### config.mk
export PLATFORM = sky130hd
export DESIGN_NAME = strap_gpio_misc_control
export DESIGN_NICKNAME = d
export VERILOG_FILES = /design/src/rtl/strap_misc_pkg.sv /design/src/rtl/hotplug_scan.sv /design/src/rtl/strap_gpio_misc_control.sv
export VERILOG_INCLUDE_DIRS = /design/src /design/src/rtl
export SDC_FILE = /design/constraint.sdc
export NUM_CORES = 1
export LEC_CHECK = 0
export ABC_AREA = 1
export BUFFER_PORTS_ARGS = -buffer_cell sky130_fd_sc_hd__buf_2
export CORE_MARGIN = 4
export CORE_UTILIZATION = 35
export CTS_CLUSTER_DIAMETER = 50
export CTS_CLUSTER_SIZE = 10
export DETAILED_ROUTE_END_ITERATION = 8
export GPL_ROUTABILITY_DRIVEN = 0
export PLACE_DENSITY = 0.61
export RECOVER_POWER = 50
export SYNTH_ARGS = -nofsm -noshare
export SYNTH_HDL_FRONTEND = slang
export SYNTH_SLANG_ARGS = --single-unit
### constraint.sdc
create_clock -name CLK_SYS_I -period 2 [get_ports CLK_SYS_I]
set_clock_uncertainty 0.2 [all_clocks]
set_input_delay 0.4 -clock CLK_SYS_I [delete_from_list [all_inputs] [get_ports CLK_SYS_I]]
set_output_delay 0.4 -clock CLK_SYS_I [all_outputs]
set_load 0.01 [all_outputs]
### src/rtl/strap_misc_regs.svh
// constants for the strap, gpio and hot-plug miscellaneous control block
// assumes inclusion by every file that names these constants
`ifndef STRAP_MISC_REGS_SVH
`define STRAP_MISC_REGS_SVH

`define GPIO_WIDTH 8
`define DBG_WIDTH 5
`define UPS_WIDTH 4
`define EXP_COUNT 4
`define EXP_ADDR_W 3
`define OPMODE_NORMAL 3'h0
`define LANECFG_5P5L 2'h0
`define LANECFG_6P6L 2'h1
`define LANECFG_5P6L 2'h2
`define OE_RESET 8'h00
`define DBG_RESET 5'h00
`define SYS_CLK_KHZ 25000
`define I2C_KHZ 100
`define I2C_QTR_CYCLES ((`SYS_CLK_KHZ + 4 * `I2C_KHZ - 1) / (4 * `I2C_KHZ))
`define I2C_BASE_ADDR 7'h20
`define I2C_READ_BIT 1'b1

`endif

### src/rtl/strap_misc_pkg.sv
// types shared by the strap and hot-plug control block
// assumes the constants header sits beside it in rtl/
`include "strap_misc_regs.svh"

package strap_misc_pkg;

   typedef enum logic [1:0]
   {
      LANES_5P5L,
      LANES_6P6L,
      LANES_5P6L,
      LANES_BAD
   } lane_cfg_t;

   typedef enum logic [3:0]
   {
      HP_IDLE,
      HP_START,
      HP_ADDR,
      HP_ADDR_ACK,
      HP_DATA,
      HP_NACK,
      HP_STOP,
      HP_NEXT
   } hp_state_t;

endpackage : strap_misc_pkg

### src/rtl/hotplug_scan.sv
// hot-plug expander scanner: reads the port register of every expander
// assumes open-drain pins resolved outside; inputs already synchronised
`include "strap_misc_regs.svh"

module hotplug_scan
   import strap_misc_pkg::*;
(
   // clock and reset
   input wire logic clk_i,
   input wire logic rst_n_i,
   // request and result
   input wire logic start_i,
   output logic busy_o,
   output logic [`EXP_COUNT*8-1:0] status_o,
   output logic done_o,
   // open-drain bus
   input wire logic scl_i,
   input wire logic sda_i,
   output logic scl_oe_o,
   output logic sda_oe_o
);

   hp_state_t state_r;
   logic [7:0] qtr_r;
   logic [1:0] phase_r;
   logic [3:0] bit_r;
   logic [7:0] shift_r;
   logic [`EXP_ADDR_W-1:0] dev_r;
   logic tick;

   // quarter-period tick; a stretched clock holds the high phase
   assign tick = (qtr_r == 8'(`I2C_QTR_CYCLES - 1)) && !(phase_r == 2'h2 && !scl_i);
   assign busy_o = (state_r != HP_IDLE);

   always_ff @(posedge clk_i)
   begin
      if (!rst_n_i || state_r == HP_IDLE || tick)
         qtr_r <= 8'h00;
      else if (qtr_r != 8'(`I2C_QTR_CYCLES - 1))
         qtr_r <= qtr_r + 8'h01;
   end

   always_ff @(posedge clk_i)
   begin
      if (!rst_n_i)
      begin
         state_r <= HP_IDLE;
         phase_r <= 2'h0;
         bit_r <= 4'h0;
         shift_r <= 8'h00;
         dev_r <= '0;
         scl_oe_o <= 1'b0;
         sda_oe_o <= 1'b0;
         status_o <= '0;
         done_o <= 1'b0;
      end
      else
      begin
         done_o <= 1'b0;
         unique case (state_r)
            HP_IDLE:
               if (start_i)
               begin
                  state_r <= HP_START;
                  dev_r <= '0;
                  phase_r <= 2'h0;
               end
            default:
               if (tick)
               begin
                  phase_r <= phase_r + 2'h1;
                  unique case (state_r)
                     HP_START:
                        // sda falls while scl high
                        if (phase_r == 2'h1)
                           sda_oe_o <= 1'b1;
                        else if (phase_r == 2'h3)
                        begin
                           scl_oe_o <= 1'b1;
                           state_r <= HP_ADDR;
                           shift_r <= {`I2C_BASE_ADDR | 7'(dev_r), `I2C_READ_BIT};
                           bit_r <= 4'h0;
                        end
                     HP_ADDR, HP_ADDR_ACK, HP_DATA, HP_NACK:
                     begin
                        if (phase_r == 2'h0)
                        begin
                           unique case (state_r)
                              HP_ADDR: sda_oe_o <= !shift_r[7];
                              HP_NACK: sda_oe_o <= 1'b0;
                              default: sda_oe_o <= 1'b0;
                           endcase
                        end
                        if (phase_r == 2'h1)
                           scl_oe_o <= 1'b0;
                        if (phase_r == 2'h2 && state_r == HP_DATA)
                           shift_r <= {shift_r[6:0], sda_i};
                        if (phase_r == 2'h3)
                        begin
                           scl_oe_o <= 1'b1;
                           bit_r <= bit_r + 4'h1;
                           if (state_r == HP_ADDR)
                              shift_r <= {shift_r[6:0], 1'b0};
                           if (state_r == HP_ADDR && bit_r == 4'h7)
                              state_r <= HP_ADDR_ACK;
                           else if (state_r == HP_ADDR_ACK)
                           begin
                              state_r <= HP_DATA;
                              bit_r <= 4'h0;
                           end
                           else if (state_r == HP_DATA && bit_r == 4'h7)
                              state_r <= HP_NACK;
                           else if (state_r == HP_NACK)
                           begin
                              state_r <= HP_STOP;
                              status_o[8*dev_r +: 8] <= shift_r;
                           end
                        end
                     end
                     HP_STOP:
                        // sda rises while scl high
                        if (phase_r == 2'h0)
                           sda_oe_o <= 1'b1;
                        else if (phase_r == 2'h1)
                           scl_oe_o <= 1'b0;
                        else if (phase_r == 2'h2)
                           sda_oe_o <= 1'b0;
                        else
                           state_r <= HP_NEXT;
                     HP_NEXT:
                        if (dev_r == `EXP_ADDR_W'(`EXP_COUNT - 1))
                        begin
                           state_r <= HP_IDLE;
                           done_o <= 1'b1;
                        end
                        else
                        begin
                           dev_r <= dev_r + `EXP_ADDR_W'(1);
                           state_r <= HP_START;
                           phase_r <= 2'h0;
                        end
                     default: state_r <= HP_IDLE;
                  endcase
               end
         endcase
      end
   end

endmodule : hotplug_scan

### src/rtl/strap_gpio_misc_control.sv
// miscellaneous switch control: gpio port, straps, debug out, hot-plug scan
// assumes pins pass through pads; straps settle before reset is released
// Summary of operation
// - each gpio pin is input-only or driven according to its output-enable bit.
// - gpio bits 1:0 pick the lane layout: 00 five/five, 01 six/six default, 10 five/six.
// - in debug mode gpio bits 4:0 give the debug selection code.
// - the five debug pins drive internal debug status in operation.
// - debug pins 2:0 are sampled at start-up as the operation mode, all low is normal.
// - debug pins 4 and 3 also carry upstream-port-select bits 1 and 0.
// - the management strap picks i2c when high and smbus when low, pulled high by default.
// - a low hot-plug interrupt makes the controller read every expander port register.
// - the hot-plug controller drives an open-drain clock and data pair shared by expanders.
// - with the test input low, the tie-high strap high and debug pins 2:0 all low the device runs in normal mode.
// - four upstream-port strap bits choose the upstream port.
`include "strap_misc_regs.svh"

module strap_gpio_misc_control
   import strap_misc_pkg::*;
(
   // clock and reset
   input wire logic CLK_SYS_I,
   input wire logic RST_N_I,
   // gpio pins and control
   input wire logic [`GPIO_WIDTH-1:0] GPIO_I,
   output logic [`GPIO_WIDTH-1:0] GPIO_O,
   output logic [`GPIO_WIDTH-1:0] GPIO_OE_O,
   input wire logic [`GPIO_WIDTH-1:0] GPIO_OUT_VAL_I,
   input wire logic [`GPIO_WIDTH-1:0] GPIO_OE_WR_VAL_I,
   input wire logic GPIO_OE_WR_I,
   output logic [`GPIO_WIDTH-1:0] GPIO_IN_VAL_O,
   // debug status pins
   input wire logic [`DBG_WIDTH-1:0] DEBUG_STATUS_I,
   input wire logic [`DBG_WIDTH-1:0] DEBUG_STATUS_OUT_I,
   output logic [`DBG_WIDTH-1:0] DEBUG_STATUS_OUT_O,
   output logic [`DBG_WIDTH-1:0] DEBUG_STATUS_OUT_OE_O,
   // other straps
   input wire logic [1:0] UPSTREAM_PORT_STRAP_I,
   input wire logic SMBUS_SELECT_N_I,
   input wire logic TEST_MODE_I,
   input wire logic TIE_HIGH_TEST_STRAP_I,
   // latched configuration
   output logic [1:0] LANE_CFG_O,
   output logic [2:0] OPERATION_MODE_STRAP_O,
   output logic NORMAL_MODE_O,
   output logic DEBUG_MODE_O,
   output logic [`DBG_WIDTH-1:0] DEBUG_SELECT_O,
   output logic [`UPS_WIDTH-1:0] UPSTREAM_PORT_STRAP_O,
   output logic MGMT_I2C_SELECT_O,
   // hot-plug expander bus
   input wire logic HOTPLUG_IRQ_N_I,
   input wire logic HOTPLUG_SERIAL_CLOCK_I,
   output logic HOTPLUG_SERIAL_CLOCK_O,
   output logic HOTPLUG_SERIAL_CLOCK_OE_O,
   input wire logic HOTPLUG_SERIAL_DATA_I,
   output logic HOTPLUG_SERIAL_DATA_O,
   output logic HOTPLUG_SERIAL_DATA_OE_O,
   output logic [`EXP_COUNT*8-1:0] HOTPLUG_STATUS_O,
   output logic HOTPLUG_DONE_O,
   output logic HOTPLUG_BUSY_O
);

   // ------------------------------------------------------------
   // pin synchronisers
   // ------------------------------------------------------------
   localparam int SYNC_W = `GPIO_WIDTH + `DBG_WIDTH + 2 + 3 + 3;

   logic [SYNC_W-1:0] sync1_r;
   logic [SYNC_W-1:0] sync2_r;
   logic [`GPIO_WIDTH-1:0] gpio_s;
   logic [`DBG_WIDTH-1:0] dbg_s;
   logic [1:0] ups_hi_s;
   logic smbus_n_s;
   logic test_s;
   logic irq_n_s;
   logic scl_s;
   logic sda_s;
   logic tie_s;

   always_ff @(posedge CLK_SYS_I)
   begin
      sync1_r <= {GPIO_I, DEBUG_STATUS_OUT_I, UPSTREAM_PORT_STRAP_I, SMBUS_SELECT_N_I,
                  TEST_MODE_I, TIE_HIGH_TEST_STRAP_I, HOTPLUG_IRQ_N_I,
                  HOTPLUG_SERIAL_CLOCK_I, HOTPLUG_SERIAL_DATA_I};
      sync2_r <= sync1_r;
   end

   assign {gpio_s, dbg_s, ups_hi_s, smbus_n_s, test_s, tie_s, irq_n_s, scl_s, sda_s} = sync2_r;

   // ------------------------------------------------------------
   // strap capture
   // ------------------------------------------------------------
   // straps sampled during reset, frozen on the first clock after release
   logic rst_seen_r;
   logic latched_r;

   always_ff @(posedge CLK_SYS_I)
   begin
      if (!RST_N_I)
         rst_seen_r <= 1'b1;
      else
         rst_seen_r <= 1'b0;
   end

   always_ff @(posedge CLK_SYS_I)
   begin
      if (!RST_N_I)
         latched_r <= 1'b0;
      else if (rst_seen_r)
         latched_r <= 1'b1;
   end

   always_ff @(posedge CLK_SYS_I)
   begin
      if (!RST_N_I)
      begin
         LANE_CFG_O <= `LANECFG_6P6L;
         OPERATION_MODE_STRAP_O <= `OPMODE_NORMAL;
         UPSTREAM_PORT_STRAP_O <= '0;
         MGMT_I2C_SELECT_O <= 1'b1;
      end
      else if (rst_seen_r && !latched_r)
      begin
         LANE_CFG_O <= gpio_s[1:0];
         OPERATION_MODE_STRAP_O <= dbg_s[2:0];
         UPSTREAM_PORT_STRAP_O <= {ups_hi_s, dbg_s[4:3]};
         MGMT_I2C_SELECT_O <= smbus_n_s;
      end
   end

   // test low and all-low mode strap give normal mode; tie-high strap must be high
   assign NORMAL_MODE_O = !test_s && tie_s
                          && (OPERATION_MODE_STRAP_O == `OPMODE_NORMAL);
   assign DEBUG_MODE_O = latched_r && !NORMAL_MODE_O;

   always_ff @(posedge CLK_SYS_I)
   begin
      if (!RST_N_I)
         DEBUG_SELECT_O <= `DBG_RESET;
      else if (DEBUG_MODE_O)
         DEBUG_SELECT_O <= gpio_s[`DBG_WIDTH-1:0];
   end

   // ------------------------------------------------------------
   // gpio port
   // ------------------------------------------------------------
   logic [`GPIO_WIDTH-1:0] oe_r;

   always_ff @(posedge CLK_SYS_I)
   begin
      if (!RST_N_I)
         oe_r <= `OE_RESET;
      else if (GPIO_OE_WR_I)
         oe_r <= GPIO_OE_WR_VAL_I;
   end

   always_ff @(posedge CLK_SYS_I)
   begin
      if (!RST_N_I)
      begin
         GPIO_O <= '0;
         GPIO_IN_VAL_O <= '0;
      end
      else
      begin
         GPIO_O <= GPIO_OUT_VAL_I;
         GPIO_IN_VAL_O <= gpio_s;
      end
   end

   // strap bits stay undriven while their levels are still being sampled
   assign GPIO_OE_O = latched_r ? oe_r : '0;

   // ------------------------------------------------------------
   // debug outputs
   // ------------------------------------------------------------
   always_ff @(posedge CLK_SYS_I)
   begin
      if (!RST_N_I)
         DEBUG_STATUS_OUT_O <= `DBG_RESET;
      else
         DEBUG_STATUS_OUT_O <= DEBUG_STATUS_I;
   end

   // released until straps are latched so board resistors set the level
   assign DEBUG_STATUS_OUT_OE_O = latched_r ? {`DBG_WIDTH{1'b1}} : '0;

   // ------------------------------------------------------------
   // hot-plug controller
   // ------------------------------------------------------------
   logic scl_oe;
   logic sda_oe;

   hotplug_scan u_scan
   (
      .clk_i(CLK_SYS_I),
      .rst_n_i(RST_N_I),
      .start_i(latched_r && !irq_n_s),
      .busy_o(HOTPLUG_BUSY_O),
      .status_o(HOTPLUG_STATUS_O),
      .done_o(HOTPLUG_DONE_O),
      .scl_i(scl_s),
      .sda_i(sda_s),
      .scl_oe_o(scl_oe),
      .sda_oe_o(sda_oe)
   );

   // open drain: only ever pulls low
   assign HOTPLUG_SERIAL_CLOCK_O = 1'b0;
   assign HOTPLUG_SERIAL_DATA_O = 1'b0;
   assign HOTPLUG_SERIAL_CLOCK_OE_O = scl_oe;
   assign HOTPLUG_SERIAL_DATA_OE_O = sda_oe;

endmodule : strap_gpio_misc_control

---- Word level (Yosys, flattened, before mapping) ----
Cells that the tools add are included.
cells by class
  shifts and indexed selects .............. 2
  $add $sub $neg .......................... 5
  mux-type cells .......................... 55
  bitwise gates (word level) .............. 7
  equal/unequal tests ..................... 31
  reduce and logical (&&, ||, !) cells .... 38
operator list
  kind                                                                     number
  4-bit 2-to-1 mux                                                         18
  8-bit 2-to-1 mux                                                         6
  6-bit negator with 34-bit output                                         1
  8-bit by 34-bit variable shift with 32-bit output, first input constant  1
  8-bit by 34-bit indexed part select with 32-bit output                   1
  32-bit bitwise mux                                                       1
  4-bit by 3-bit == test with 1-bit output, second input constant          5
  4-bit case mux with 4 select lines                                       1
  8-bit case mux with 2 select lines                                       1
  3-bit 2-to-1 mux                                                         5
  1-bit 2-to-1 mux                                                         14
  2-bit by 1-bit inequality test with 1-bit output, second input constant  6
  6-bit AND reduction                                                      2
  1-bit logical AND                                                        10
  2-bit 2-to-1 mux                                                         5
  3-bit by 1-bit inequality test with 1-bit output, second input constant  3
  3-bit by 2-bit inequality test with 1-bit output, second input constant  3
  9-bit AND reduction                                                      1
  8-bit by 1-bit adder with 8-bit output, second input constant            1
  4-bit by 2-bit == test with 1-bit output, second input constant          2
  8-bit by 6-bit == test with 1-bit output, second input constant          1
  1-bit zero test                                                          8
  8-bit by 6-bit inequality test with 1-bit output, second input constant  1
  4-bit case mux with 2 select lines                                       1
  26 further kinds                                                         40
storage, ports and cells
  logic and storage cells ................. 161
  input port bits ......................... 45
  bits in registers ....................... 152
  output and inout bits ................... 89

---- Depth between registers and ports, before layout ----
Gate-level depths: netlist of run 1.
  word-level depth ........................ 9
  depth in mapped cells ................... 13
  gate-level depth less buffers ........... 13

---- By module ----
A second synthesis of run 1 with hierarchy kept.
second synthesis, totals
  cell total of the unflattened synthesis .. 728
  area total of the unflattened synthesis .. 5785.5 sq um
modules (own cells, without submodules)
  module                   cells an instance  seq. area each (sq um)  area each (sq um)  instances
  hotplug_scan             473                1261.2                  3268.1             1
  strap_gpio_misc_control  255                1761.7                  2517.4             1

---- Worst setup path before layout of run 1 ----
Ideal clock, no wire load.
  kind .................................... register -> register
  from .................................... register u_scan.dev_r[0]
  to ...................................... register u_scan.status_o[31]
  period minus slack after synthesis ...... 2.016 ns
  setup slack ............................. -0.016 ns
  library setup time ...................... 0.065 ns
  cell stages (with the launch flop) ...... 11
  data arrival time ....................... 1.751 ns
  required time ........................... 1.735 ns
  buffers on the path ..................... 0
  cell sequence ........................... dfxtp_1 inv_1 ha_1 ha_1 nor2_1 nand3_1 inv_1 nand2_1 inv_1 o21ai_0 nor2_1
between the ends
  word-level cells in the longest chain between the ends .. 3
  elaborated cells between the ends (all ways) .. 4
  those cells by class .................... add/sub: 1; shift: 2; mux: 1
RTL lines
  element                                                                                                                      RTL line             text
  from (decl)                                                                                                                  hotplug_scan.sv:28   logic [`EXP_ADDR_W-1:0] dev_r;
  from (signal assigned)                                                                                                       hotplug_scan.sv:138  dev_r <= dev_r + `EXP_ADDR_W'(1);
  6-bit negator with 34-bit output (*)                                                                                         hotplug_scan.sv:116  status_o[8*dev_r +: 8] <= shift_r;
  8-bit by 34-bit indexed part select with 32-bit output or 8-bit by 34-bit variable shift with 32-bit output (tied branches)  hotplug_scan.sv:116
  32-bit bitwise mux (*)                                                                                                       hotplug_scan.sv:116
  to (signal, indexed assignment)                                                                                              hotplug_scan.sv:116
  to (decl)                                                                                                                    hotplug_scan.sv:14   output logic [`EXP_COUNT*8-1:0] status_o,
Mark *: on every way between the ends. The rest lies on a longest branch, timed or not.
A chain may end at the register's enable or synchronous reset.

---- Worst setup path after layout of run 1 ----
  from .................................... register u_scan.state_r[1]
  to ...................................... output HOTPLUG_BUSY_O
between the ends
  word-level cells in the longest chain between the ends .. 1
RTL lines
  element                 RTL line                       text
  from (decl)             hotplug_scan.sv:23             hp_state_t state_r;
  from (signal assigned)  hotplug_scan.sv:47             state_r <= HP_IDLE;
  from (signal assigned)  hotplug_scan.sv:64             state_r <= HP_START;
  from (signal assigned)  hotplug_scan.sv:80             state_r <= HP_ADDR;
  4-bit nonzero test      hotplug_scan.sv:33             assign busy_o = (state_r != HP_IDLE);
  to (decl)               strap_gpio_misc_control.sv:59  output logic HOTPLUG_BUSY_O
Every way passes these cells.

==> results.ini, run 1 <==
[outcome]
status=complete, no violations

[worst_setup_path]
crit_buf_inv=2
path_class=flop to primary output
critPathArrivalTime_ns=1.35
path_max_fanout=7
endpoint_kind=primary output
cp-start-kind=flop
cp.required_ns=1.40
critical-path-slowest-cell=dfxtp_4
path_delay_family=flip-flops
worstPathCellList=nor2_4, nand2_4, buf_4, buf_2
cpPeakStageDelay_ns=0.38

[synth]
yosys-top-cells-count=156 x nor2_1, 151 x dfxtp_1, 133 x nand2_1
ys_types=33
synth_xor_area_share_pct=0.770
synth_top_family_by_area=simple AND/OR/NAND/NOR gates
muxShareOfSynthArea_pct=0
synth_simple_gate_area_share_pct=27.4
syn_area_um2=5680
yosysWarnings=0
synthTopCellsByArea=dfxtp_1 53%, nor2_1 10%, nand2_1 8.8%, inv_1 5.9%, o21ai_0 5.1%
ys.flop_type=dfxtp_1
synth-adder-area-share_pct=2.42
synth_top_area_share_pct=53.2
synth_compound_area_share_pct=7.88
syn-mean-instance-area_um2=7.69
async_flop_share_pct=0
synthCells=739
synth.most_common_cell=nor2_1
synth.largest_area_cell=dfxtp_1
synth_edf_count=0
yosysSeqAreaShare_pct=53.2
synth-seq-cells=151

[grt]
grt_max_degree=40
grt_pass1_vias=4858
antenna_found_initial=0
grt_overflow=0
grt_usage_pct=15.5
grt_pass1_wl_mm=23.1

[route]
drc=0
drt_iter0_markers=224
viasPerCell=4.36
wl_mm=14.3
routedWlPerCell_um=12.0
num_vias=5180
antenna_left=0
dr.pass1.iters=5

[timing]
hold_violations=0
max-slew-margin-rel_pct=45.8
worst_pin_slew_ns=0.813
setup_viol=0
slew_viol_final=0
post-route-period-util_pct=97.4
rsz0062_at_grt=true
fin_crit_ns=1.95
max_freq_ghz=0.513
fin_worst_hold_slack_ns=0.0282

[place]
port_buffers=131
dpl.cell_count=1105
place_hpwl_mm=9.98

[layout]
regArea_um2=3040
layoutNonFillerInstCount=1187
final_nets=1014
drive_above_1_share_pct=24.0
multi_input_area_um2=2380
diodes=0
area_growth_syn_to_layout_pct=41.7
nFillCells=1505

[cts]
root_buffer=clkbuf_16
cts.clk_slew.worst_paths_ns=0.06
clockBufferDepth=2
cts.htree.levels=4
clkSinkCount=151
worstSkewPairLatency_ns=0.42
cts_tree=done
numCtsBuffers=17

[floorplanning]
design.core.area_um2=15900
start_util_pct=35.8
die-area_um2=18300
rows=46
die_height_um=135
io_pins=134
fp.dieW_um=135

[pwr]
peakVddDrop_v=0.000626
power.density_nw_per_um2=1010
fin_total_pwr_mw=8.14
p_leak_nw=3.93

[min_path]
hp-class=input pin to flop

[run]
drv_cap=0

==> final timing paths <==
path / from / to / slack, ns / cells after the start
hold / removal: GPIO_OE_WR_VAL_I[2] / oe_r[2]$_SDFFE_PN0P_ / 0.03 / 3
hold reg to reg: sync1_r[0]$_DFF_P_ / sync2_r[0]$_DFF_P_ / 0.13 / 0
setup / recovery: u_scan.state_r[1]$_SDFFE_PN0P_ / HOTPLUG_BUSY_O / 0.05 / 4
setup reg to reg: u_scan.qtr_r[0]$_SDFFE_PP0P_ / u_scan.status_o[5]$_SDFFE_PN0P_ / 0.10 / 10
==> cells in the final DEF, fill, tap and decap left out, drive strengths merged, types with 2 or more instances in the layout <==
| cell | synthesis | layout |
|---|---|---|
| clkinv | 2 | 5 |
| dlygate4sd3 | 0 | 41 |
| nor3 | 10 | 10 |
| nand2 | 136 | 136 |
| buf | 13 | 141 |
| nor3b | 2 | 2 |
| inv | 91 | 100 |
| nor4 | 2 | 2 |
| o21ai | 58 | 58 |
| a21oi | 27 | 27 |
| dfxtp | 151 | 151 |
| xnor2 | 4 | 4 |
| conb | 1 | 2 |
| nand4 | 13 | 13 |
| clkbuf | 11 | 59 |
| nor2 | 161 | 161 |
| ha | 11 | 11 |
| nand3 | 40 | 40 |
| o21a | 2 | 2 |
==> what timing repair did <==
item	CTS	global route
resized for setup	17	55
endpoints found under the setup margin	36	52
gates cloned	0	0
pin swaps	6	15
endpoints found under the hold margin	41	0
hold buffers	41	0
setup buffers	6	3
==> worst min-delay path, stage by stage <==
cell and delay [ns]:
buf_2 0.07, nor2_1 0.03, nor2_1 0.10
==> flip-flops by register name, summed over array words and instances, names as in the netlist, 2 cells and up <==
register,cells
u_scan.phase_r,2
OPERATION_MODE_STRAP_O,3
DEBUG_SELECT_O,5
sync1_r,21
u_scan.shift_r,8
oe_r,8
u_scan.status_o,32
sync2_r,21
GPIO_IN_VAL_O,8
u_scan.dev_r,3
u_scan.qtr_r,8
DEBUG_STATUS_OUT_O,5
GPIO_O,8
u_scan.bit_r,4
LANE_CFG_O,2
UPSTREAM_PORT_STRAP_O,4
u_scan.state_r,3
==> metal layers <==
layer / global-route usage [%] / up-vias / routed length [µm]
met1: 20.7 / 2256 / 6610
met3: 4.12 / 21 / 835
li1: - / 2752 / -
met5: 0 / - / 0
met4: 5.32 / 0 / 243
met2: 24.5 / 151 / 6590
==> per-stage QoR <==
step / TNS (ns) / cell area, µm² / setup WS (ns) / util, %
finish: 0 / 8060 / 0.0520 / 50.7
global route: -0.188 / 8060 / -0.0317 / 50.7
CTS: 0 / 7930 / 0.000995 / 49.9
detailed placement: -1.80 / 6820 / -0.158 / 42.9
global placement: -1.19 / 6820 / -0.109 / 42.9
floorplan: 0 / 5690 / 0.0555 / -
==> power breakdown <==
part	internal (mW)	leakage (nW)	switching [mW]
clock	1.77	0.284	1.36
combinational	0.748	2.39	0.975
sequential	3.18	1.25	0.108
==> cells by family after synthesis <==
family,Yosys count
simple gates,366
flops,151
buf+inv,117
compound gates,88
fa+ha+maj,11
xor+xnor,5
other cells,1
==> area by class of cell <==
cell class / instances / area share, %
clock buffer: 18 / 5.33
inverter: 93 / 4.43
multi-input combinational: 472 / 29.6
clock inverter: 14 / 1.89
tap: 216 / 3.35
sequential: 151 / 37.8
timing repair buffer: 223 / 17.7
Power figures use the tool's default switching activity.
==> run 2: changes to the inputs <==
--- a/config.mk
+++ b/config.mk
@@ -8,6 +8,7 @@
 export LEC_CHECK = 0
 export ABC_AREA = 1
 export BUFFER_PORTS_ARGS = -buffer_cell sky130_fd_sc_hd__buf_2
+export CORE_ASPECT_RATIO = 1.75
 export CORE_MARGIN = 4
 export CORE_UTILIZATION = 35
 export CTS_CLUSTER_DIAMETER = 50
==> run 2 against run 1 <==
Compared with the run above: flip-flop and latch count stayed put; clock power hardly changed; die area is 0.44% higher; setup slack better by 0.0051 ns; hold slack worse by 0.017 ns; design area is 0.14% lower; maximum frequency is 0.26% higher; non-clock buffer count is 6 higher; power is 1.2% higher.
==> results.ini, run 2 (synthesized netlist as in run 1, its figures left out) <==
[outcome]
status=complete, no violations  ; unchanged

[route]
antenna_left=0  ; unchanged
viasPerCell=4.60  ; was 4.36
routedWlPerCell_um=13.4  ; was 12.0 µm
dr.pass1.iters=4  ; was 5
num_vias=5369  ; was 5180
drt_iter0_markers=224  ; unchanged
drc=0  ; unchanged
wl_mm=15.7  ; was 14.3 mm

[pwr]
fin_total_pwr_mw=8.24  ; was 8.14 mW
peakVddDrop_v=0.000620  ; was 0.000626 V
seqPwrFrac_pct=39.8  ; was 40.4%
p_clk_share_pct=37.8  ; was 38.5%
swShare_pct=31.3  ; was 30.0%
p_int_mw=5.66  ; was 5.70 mW
p_leak_nw=4.04  ; was 3.93 nW
power.density_nw_per_um2=1020  ; was 1010 nW/µm²
p_sw_mw=2.58  ; was 2.44 mW
p_comb_share_pct=22.5  ; was 21.1%

[timing]
setup_viol=0  ; unchanged
fin_crit_ns=1.94  ; was 1.95 ns
worst_pin_slew_ns=0.794  ; was 0.813 ns
fin_setup_tns_ns=0  ; unchanged
fin_worst_hold_slack_ns=0.0116  ; was 0.0282 ns
max-slew-margin-rel_pct=47.1  ; was 45.8%
slew_viol_final=0  ; unchanged
hold_violations=0  ; unchanged
max_freq_ghz=0.515  ; was 0.513 GHz
post-route-period-util_pct=97.1  ; was 97.4%

[floorplanning]
design.core.area_um2=16000  ; was 15900 µm²
start_util_pct=35.6  ; was 35.8%
die-area_um2=18400  ; was 18300 µm²
io_pins=134  ; unchanged
die_height_um=177  ; was 135 µm
rows=61  ; was 46
fp.dieW_um=104  ; was 135 µm

[min_path]
min_from=GPIO_OE_WR_VAL_I[6]  ; was GPIO_OE_WR_VAL_I[2]
hp-class=input pin to flop  ; unchanged
worst_hold_path.num_cells=3  ; unchanged
holdPathEnd=oe_r[6]$_SDFFE_PN0P_  ; was oe_r[2]$_SDFFE_PN0P_

[cts]
cts.clk_slew.worst_paths_ns=0.07  ; was 0.06 ns
root_buffer=clkbuf_16  ; unchanged
clkSinkCount=151  ; unchanged
numCtsBuffers=17  ; unchanged
cts.htree.levels=4  ; unchanged
worstSkewPairLatency_ns=0.41  ; was 0.42 ns
clockBufferDepth=2  ; unchanged
cts_tree=done  ; unchanged

[layout]
final_nets=1020  ; was 1014
largest_reg_flops=32  ; unchanged
reg.largest.list=u_scan.status_o (32), sync1_r (21), sync2_r (21)  ; unchanged
drive_above_1_share_pct=26.4  ; was 24.0%
nFillCells=1557  ; was 1505
final_common_cell=nor2_1
diodes=0  ; unchanged
area_growth_syn_to_layout_pct=41.5  ; was 41.7%
final_cell_mix=150 x nor2_1, 143 x dfxtp_1, 127 x nand2_1  ; was 143 x dfxtp_1, 143 x nor2_1, 129 x nand2_1
layoutNonFillerInstCount=1166  ; was 1187
utilization_pct=50.4  ; was 50.7%
largest_register=u_scan.status_o  ; unchanged

[place]
port_buffers=131  ; unchanged
place_hpwl_mm=11.4  ; was 9.98 mm
dpl.cell_count=1091  ; was 1105

[grt]
grt_pass1_vias=5341  ; was 4858
antenna_found_initial=0  ; unchanged
grt_max_degree=45  ; was 40
grt_overflow=0  ; unchanged
grt_pass1_wl_mm=25.4  ; was 23.1 mm
grt_usage_pct=17.0  ; was 15.5%

[worst_setup_path]
critPathArrivalTime_ns=1.34  ; was 1.35 ns
reg2reg_from=u_scan.dev_r[2]$_SDFFE_PN0P_  ; was u_scan.qtr_r[0]$_SDFFE_PP0P_
path_class=flop to primary output  ; unchanged
r2r-end=u_scan.state_r[0]$_SDFFE_PN0P_  ; was u_scan.status_o[5]$_SDFFE_PN0P_
endpoint_kind=primary output  ; unchanged
cp-start-kind=flop  ; unchanged
path_max_fanout=5  ; was 7
reg2reg_depth=9  ; was 10
r2r_slack_ns=0.07  ; was 0.10 ns
cp.required_ns=1.40  ; about the same

[run]
drv_cap=0  ; unchanged

-- run 2: cell types whose count changed in the layout (fill, tap and decap cells not counted), sizes merged --
cell | before | now
buf | 141 | 169
clkinv | 5 | 6
bufinv | 1 | 0
dlygate4sd3 | 41 | 34
clkbuf | 59 | 43
clkinvlp | 1 | 2
-- run 2: worst max-delay path, stage by stage, from the launching register on --
cell and delay, ns:
dfxtp_4 0.37, nor2_4 0.14, nand2_4 0.08, buf_6 0.11, buf_4 0.13, buf_6 0.11
-- run 2: worst max path at each step --
stage                                   start                               end  depth (start not counted)
4_1_cts        u_scan.state_r[0]$_SDFFE_PN0P_                    HOTPLUG_BUSY_O                          5
3_3_place_gp   u_scan.phase_r[1]$_SDFFE_PN0P_    u_scan.shift_r[5]$_SDFFE_PN0P_                         10
3_5_place_dp     u_scan.dev_r[0]$_SDFFE_PN0P_  u_scan.status_o[22]$_SDFFE_PN0P_                          8
5_1_grt        u_scan.state_r[2]$_SDFFE_PN0P_    u_scan.shift_r[5]$_SDFFE_PN0P_                         10
6_report       u_scan.state_r[1]$_SDFFE_PN0P_                    HOTPLUG_BUSY_O                          5
2_1_floorplan  u_scan.phase_r[0]$_SDFFE_PN0P_  u_scan.status_o[24]$_SDFFE_PN0P_                          8
-- run 2: what timing repair did --
| item | in CTS | in global routing |
|---|---|---|
| setup endpoints to repair | 44 | 47 |
| pin swaps | 2 | 16 |
| buffers inserted | 2 | 7 |
| hold endpoints to repair | 34 | 0 |
| gates resized for setup | 22 | 39 |
| hold buffers | 34 | 0 |
-- run 2: area by class of cell --
class                      instances  area, µm²  share of cell area (%)
sequential                       151       3040                    37.8
inverter                          93        357                    4.43
tap                              189        236                    2.94
timing repair buffer             229       1470                    18.3
multi-input combinational        472       2360                    29.4
clock inverter                    15        155                    1.93
clock buffer                      17        425                    5.29
-- run 2: metal layers --
| metal | wire length (µm) | global-route usage, % |
|---|---|---|
| met1 | 5630 | 16.7 |
| met2 | 8620 | 32.5 |
| met3 | 751 | 4.17 |
| met4 | 654 | 8.82 |
| met5 | 0 | 0 |
-- run 2: per-stage QoR --
step	cell area [µm²]	setup WS (ns)
2_1_floorplan	5690	0.0555
3_3_place_gp	6890	-0.0418
3_5_place_dp	6890	-0.0677
4_1_cts	7900	-0.0450
5_1_grt	8050	-0.0198
6_report	8050	0.0571
-- run 2: power by group through the flow --
stage	clock (mW)	combinational [mW]	sequential [mW]
after global placement	0	1.58	3.31
after global routing	3.33	2.04	3.29
after floorplan	0	0.821	3.33
after CTS	3.20	1.70	3.26
final	3.11	1.85	3.28
after detailed placement	0	1.59	3.32
==> run 3: changes to the inputs <==
--- a/config.mk
+++ b/config.mk
@@ -8,6 +8,8 @@
 export LEC_CHECK = 0
 export ABC_AREA = 1
 export BUFFER_PORTS_ARGS = -buffer_cell sky130_fd_sc_hd__buf_2
+export CELL_PAD_IN_SITES_DETAIL_PLACEMENT = 0
+export CELL_PAD_IN_SITES_GLOBAL_PLACEMENT = 1
 export CORE_ASPECT_RATIO = 1.75
 export CORE_MARGIN = 4
 export CORE_UTILIZATION = 35
@@ -15,7 +17,7 @@
 export CTS_CLUSTER_SIZE = 10
 export DETAILED_ROUTE_END_ITERATION = 8
 export GPL_ROUTABILITY_DRIVEN = 0
-export PLACE_DENSITY = 0.61
+export PLACE_DENSITY = 0.79
 export RECOVER_POWER = 50
 export SYNTH_ARGS = -nofsm -noshare
 export SYNTH_HDL_FRONTEND = slang
==> run 3 against run 2 <==
Compared with the run above: largest power group is now clock; clock power grew 7.1%; design area grew 0.33%; critical path depth shrank 1; wire length grew 1.5%; maximum frequency grew 0.18%; power grew 1.7%; global-route usage grew 0.57 points; sequential power is essentially flat.
==> results.ini, run 3 (synthesized netlist as in run 1, its figures left out) <==
[outcome]
status=complete, no violations  ; unchanged

[grt]
grt_pass1_vias=5452  ; was 5341
antenna_found_initial=0  ; unchanged
grt_overflow=0  ; unchanged
grt_pass1_wl_mm=26.0  ; was 25.4 mm
grt_usage_pct=17.6  ; was 17.0%
grt_max_degree=44  ; was 45

[place]
preCtsSetupSlack_ns=-0.0990  ; was -0.0677 ns
port_buffers=131  ; unchanged
dpl.cell_count=1088  ; was 1091
place_hpwl_mm=11.6  ; was 11.4 mm

[cts]
root_buffer=clkbuf_16  ; unchanged
cts.htree.levels=4  ; unchanged
clockBufferDepth=2  ; unchanged
worstSkewPairLatency_ns=0.41  ; about the same
numCtsBuffers=17  ; unchanged
cts_tree=done  ; unchanged
cts.clk_slew.worst_paths_ns=0.07  ; about the same
clkSinkCount=151  ; unchanged

[route]
wl_mm=15.9  ; was 15.7 mm
num_vias=5311  ; was 5369
antenna_left=0  ; unchanged
dr.pass1.iters=4  ; unchanged
drt_iter0_markers=193  ; was 224
drc=0  ; unchanged
routedWlPerCell_um=13.7  ; was 13.4 µm
viasPerCell=4.57  ; was 4.60

[layout]
largest_reg_flops=32  ; unchanged
reg.largest.list=u_scan.status_o (32), sync1_r (21), sync2_r (21)  ; unchanged
largest_register=u_scan.status_o  ; unchanged
nFillCells=1522  ; was 1557
final_nets=1017  ; was 1020
area_growth_syn_to_layout_pct=42.0  ; was 41.5%
diodes=0  ; unchanged
layoutNonFillerInstCount=1163  ; was 1166
final_common_cell=nor2_1  ; unchanged
final_cell_mix=150 x nor2_1, 140 x dfxtp_1, 126 x nand2_1  ; was 150 x nor2_1, 143 x dfxtp_1, 127 x nand2_1
drive_above_1_share_pct=26.3  ; was 26.4%

[timing]
post-route-period-util_pct=97.0  ; was 97.1%
slew_viol_final=0  ; unchanged
worst_pin_slew_ns=0.836  ; was 0.794 ns
hold_violations=0  ; unchanged
max-slew-margin-rel_pct=44.3  ; was 47.1%
setup_viol=0  ; unchanged
fin_crit_ns=1.94  ; about the same
fin_ws_ns=0.0605  ; was 0.0571 ns
max_freq_ghz=0.516  ; was 0.515 GHz

[floorplanning]
die-area_um2=18400  ; unchanged
die_height_um=177  ; unchanged
rows=61  ; unchanged
design.core.area_um2=16000  ; unchanged
fp.dieW_um=104  ; unchanged
start_util_pct=35.6  ; unchanged
io_pins=134  ; unchanged

[worst_setup_path]
r2r-end=u_scan.status_o[16]$_SDFFE_PN0P_  ; was u_scan.state_r[0]$_SDFFE_PN0P_
cpPeakStageDelay_ns=0.35  ; was 0.37 ns
reg2reg_from=u_scan.qtr_r[0]$_SDFFE_PP0P_  ; was u_scan.dev_r[2]$_SDFFE_PN0P_
crit_path_end=HOTPLUG_BUSY_O  ; unchanged
cp-start-kind=flop  ; unchanged
critical-path-slowest-cell=dfxtp_2  ; was dfxtp_4
critPathArrivalTime_ns=1.34  ; about the same
reg2reg_depth=11  ; was 9
path_class=flop to primary output  ; unchanged
path_max_fanout=7  ; was 5
worstPathCellList=inv_1, nand2_4, buf_4, buf_2  ; was nor2_4, nand2_4, buf_6, buf_4, buf_6
cp.required_ns=1.40  ; about the same
r2r_slack_ns=0.09  ; was 0.07 ns
cp-startpoint=u_scan.state_r[2]$_SDFFE_PN0P_  ; was u_scan.state_r[1]$_SDFFE_PN0P_
endpoint_kind=primary output  ; unchanged

[pwr]
p_int_mw=5.86  ; was 5.66 mW
p_clk_share_pct=39.7  ; was 37.8%
swShare_pct=30.1  ; was 31.3%
p_leak_nw=4.03  ; was 4.04 nW
p_sw_mw=2.52  ; was 2.58 mW
power.density_nw_per_um2=1040  ; was 1020 nW/µm²
p_comb_share_pct=21.1  ; was 22.5%
peakVddDrop_v=0.000682  ; was 0.000620 V
seqPwrFrac_pct=39.1  ; was 39.8%

[run]
drv_cap=0  ; unchanged

[min_path]
hp-class=input pin to flop  ; unchanged

==> run 3: routing by layer <==
metal / track usage, % / vias up / share of wire, %
met5: 0 / - / 0
met4: 9.98 / 0 / 4.2
met1: 17.6 / 2390 / 37
met3: 3.92 / 44 / 4.4
li1: - / 2751 / -
met2: 33.0 / 126 / 55
==> run 3: critical path, delay by kind of cell (launching register included) <==
| kind | cells | cell delay, ns |
|---|---|---|
| DFF | 1 | 0.35 |
| buffers and inverters | 3 | 0.46 |
| and+or+nand+nor | 1 | 0.11 |
==> run 3: layout make-up <==
class / count / area (µm²) / area share, %
Timing Repair Buffer: 226 / 1460 / 18.1
Multi-Input combinational cell: 472 / 2360 / 29.3
Tap cell: 189 / 236 / 2.93
Clock inverter: 14 / 175 / 2.17
Clock buffer: 18 / 439 / 5.44
Sequential cell: 151 / 3040 / 37.7
Inverter: 93 / 352 / 4.36
==> run 3: how the worst min path moves through the flow <==
stage	from	cells past startpoint	to
after floorplan	sync1_r[0]$_DFF_P_	0	sync2_r[0]$_DFF_P_
after global placement	sync1_r[19]$_DFF_P_	0	sync2_r[19]$_DFF_P_
after detailed placement	sync1_r[8]$_DFF_P_	0	sync2_r[8]$_DFF_P_
after CTS	GPIO_OE_WR_VAL_I[0]	3	oe_r[0]$_SDFFE_PN0P_
after global routing	GPIO_OE_WR_VAL_I[6]	3	oe_r[6]$_SDFFE_PN0P_
final	GPIO_OE_WR_VAL_I[0]	3	oe_r[0]$_SDFFE_PN0P_
==> run 3: power by group through the flow <==
stage	Clock, mW	Combinational [mW]	Sequential, mW
after floorplan	0	0.821	3.33
after global placement	0	1.52	3.32
after detailed placement	0	1.52	3.32
after CTS	3.41	1.64	3.26
after global routing	3.52	1.97	3.30
final	3.33	1.77	3.28
==> run 3: through the flow <==
stage	area [µm²]	setup TNS, ns	hold slack (ns)	total power [mW]	utilization [%]
CTS	7880	-0.128	0.00231	8.30	49.4
global placement	6860	-0.138	0.110	4.84	43.0
floorplan	5690	0	0.110	4.15	-
global route	8070	-0.0350	0.0128	8.78	50.6
finish	8070	0	0.0127	8.38	50.6
detailed placement	6860	-0.429	0.112	4.85	43.0
==> run 3: timing repair <==
action / in CTS / in global routing
setup endpoints to repair: 33 / 51
hold buffers: 36 / 0
hold endpoints to repair: 36 / 0
setup buffers: 1 / 6
pin swaps: 1 / 15
cloned: 0 / 0
resized for setup: 13 / 55
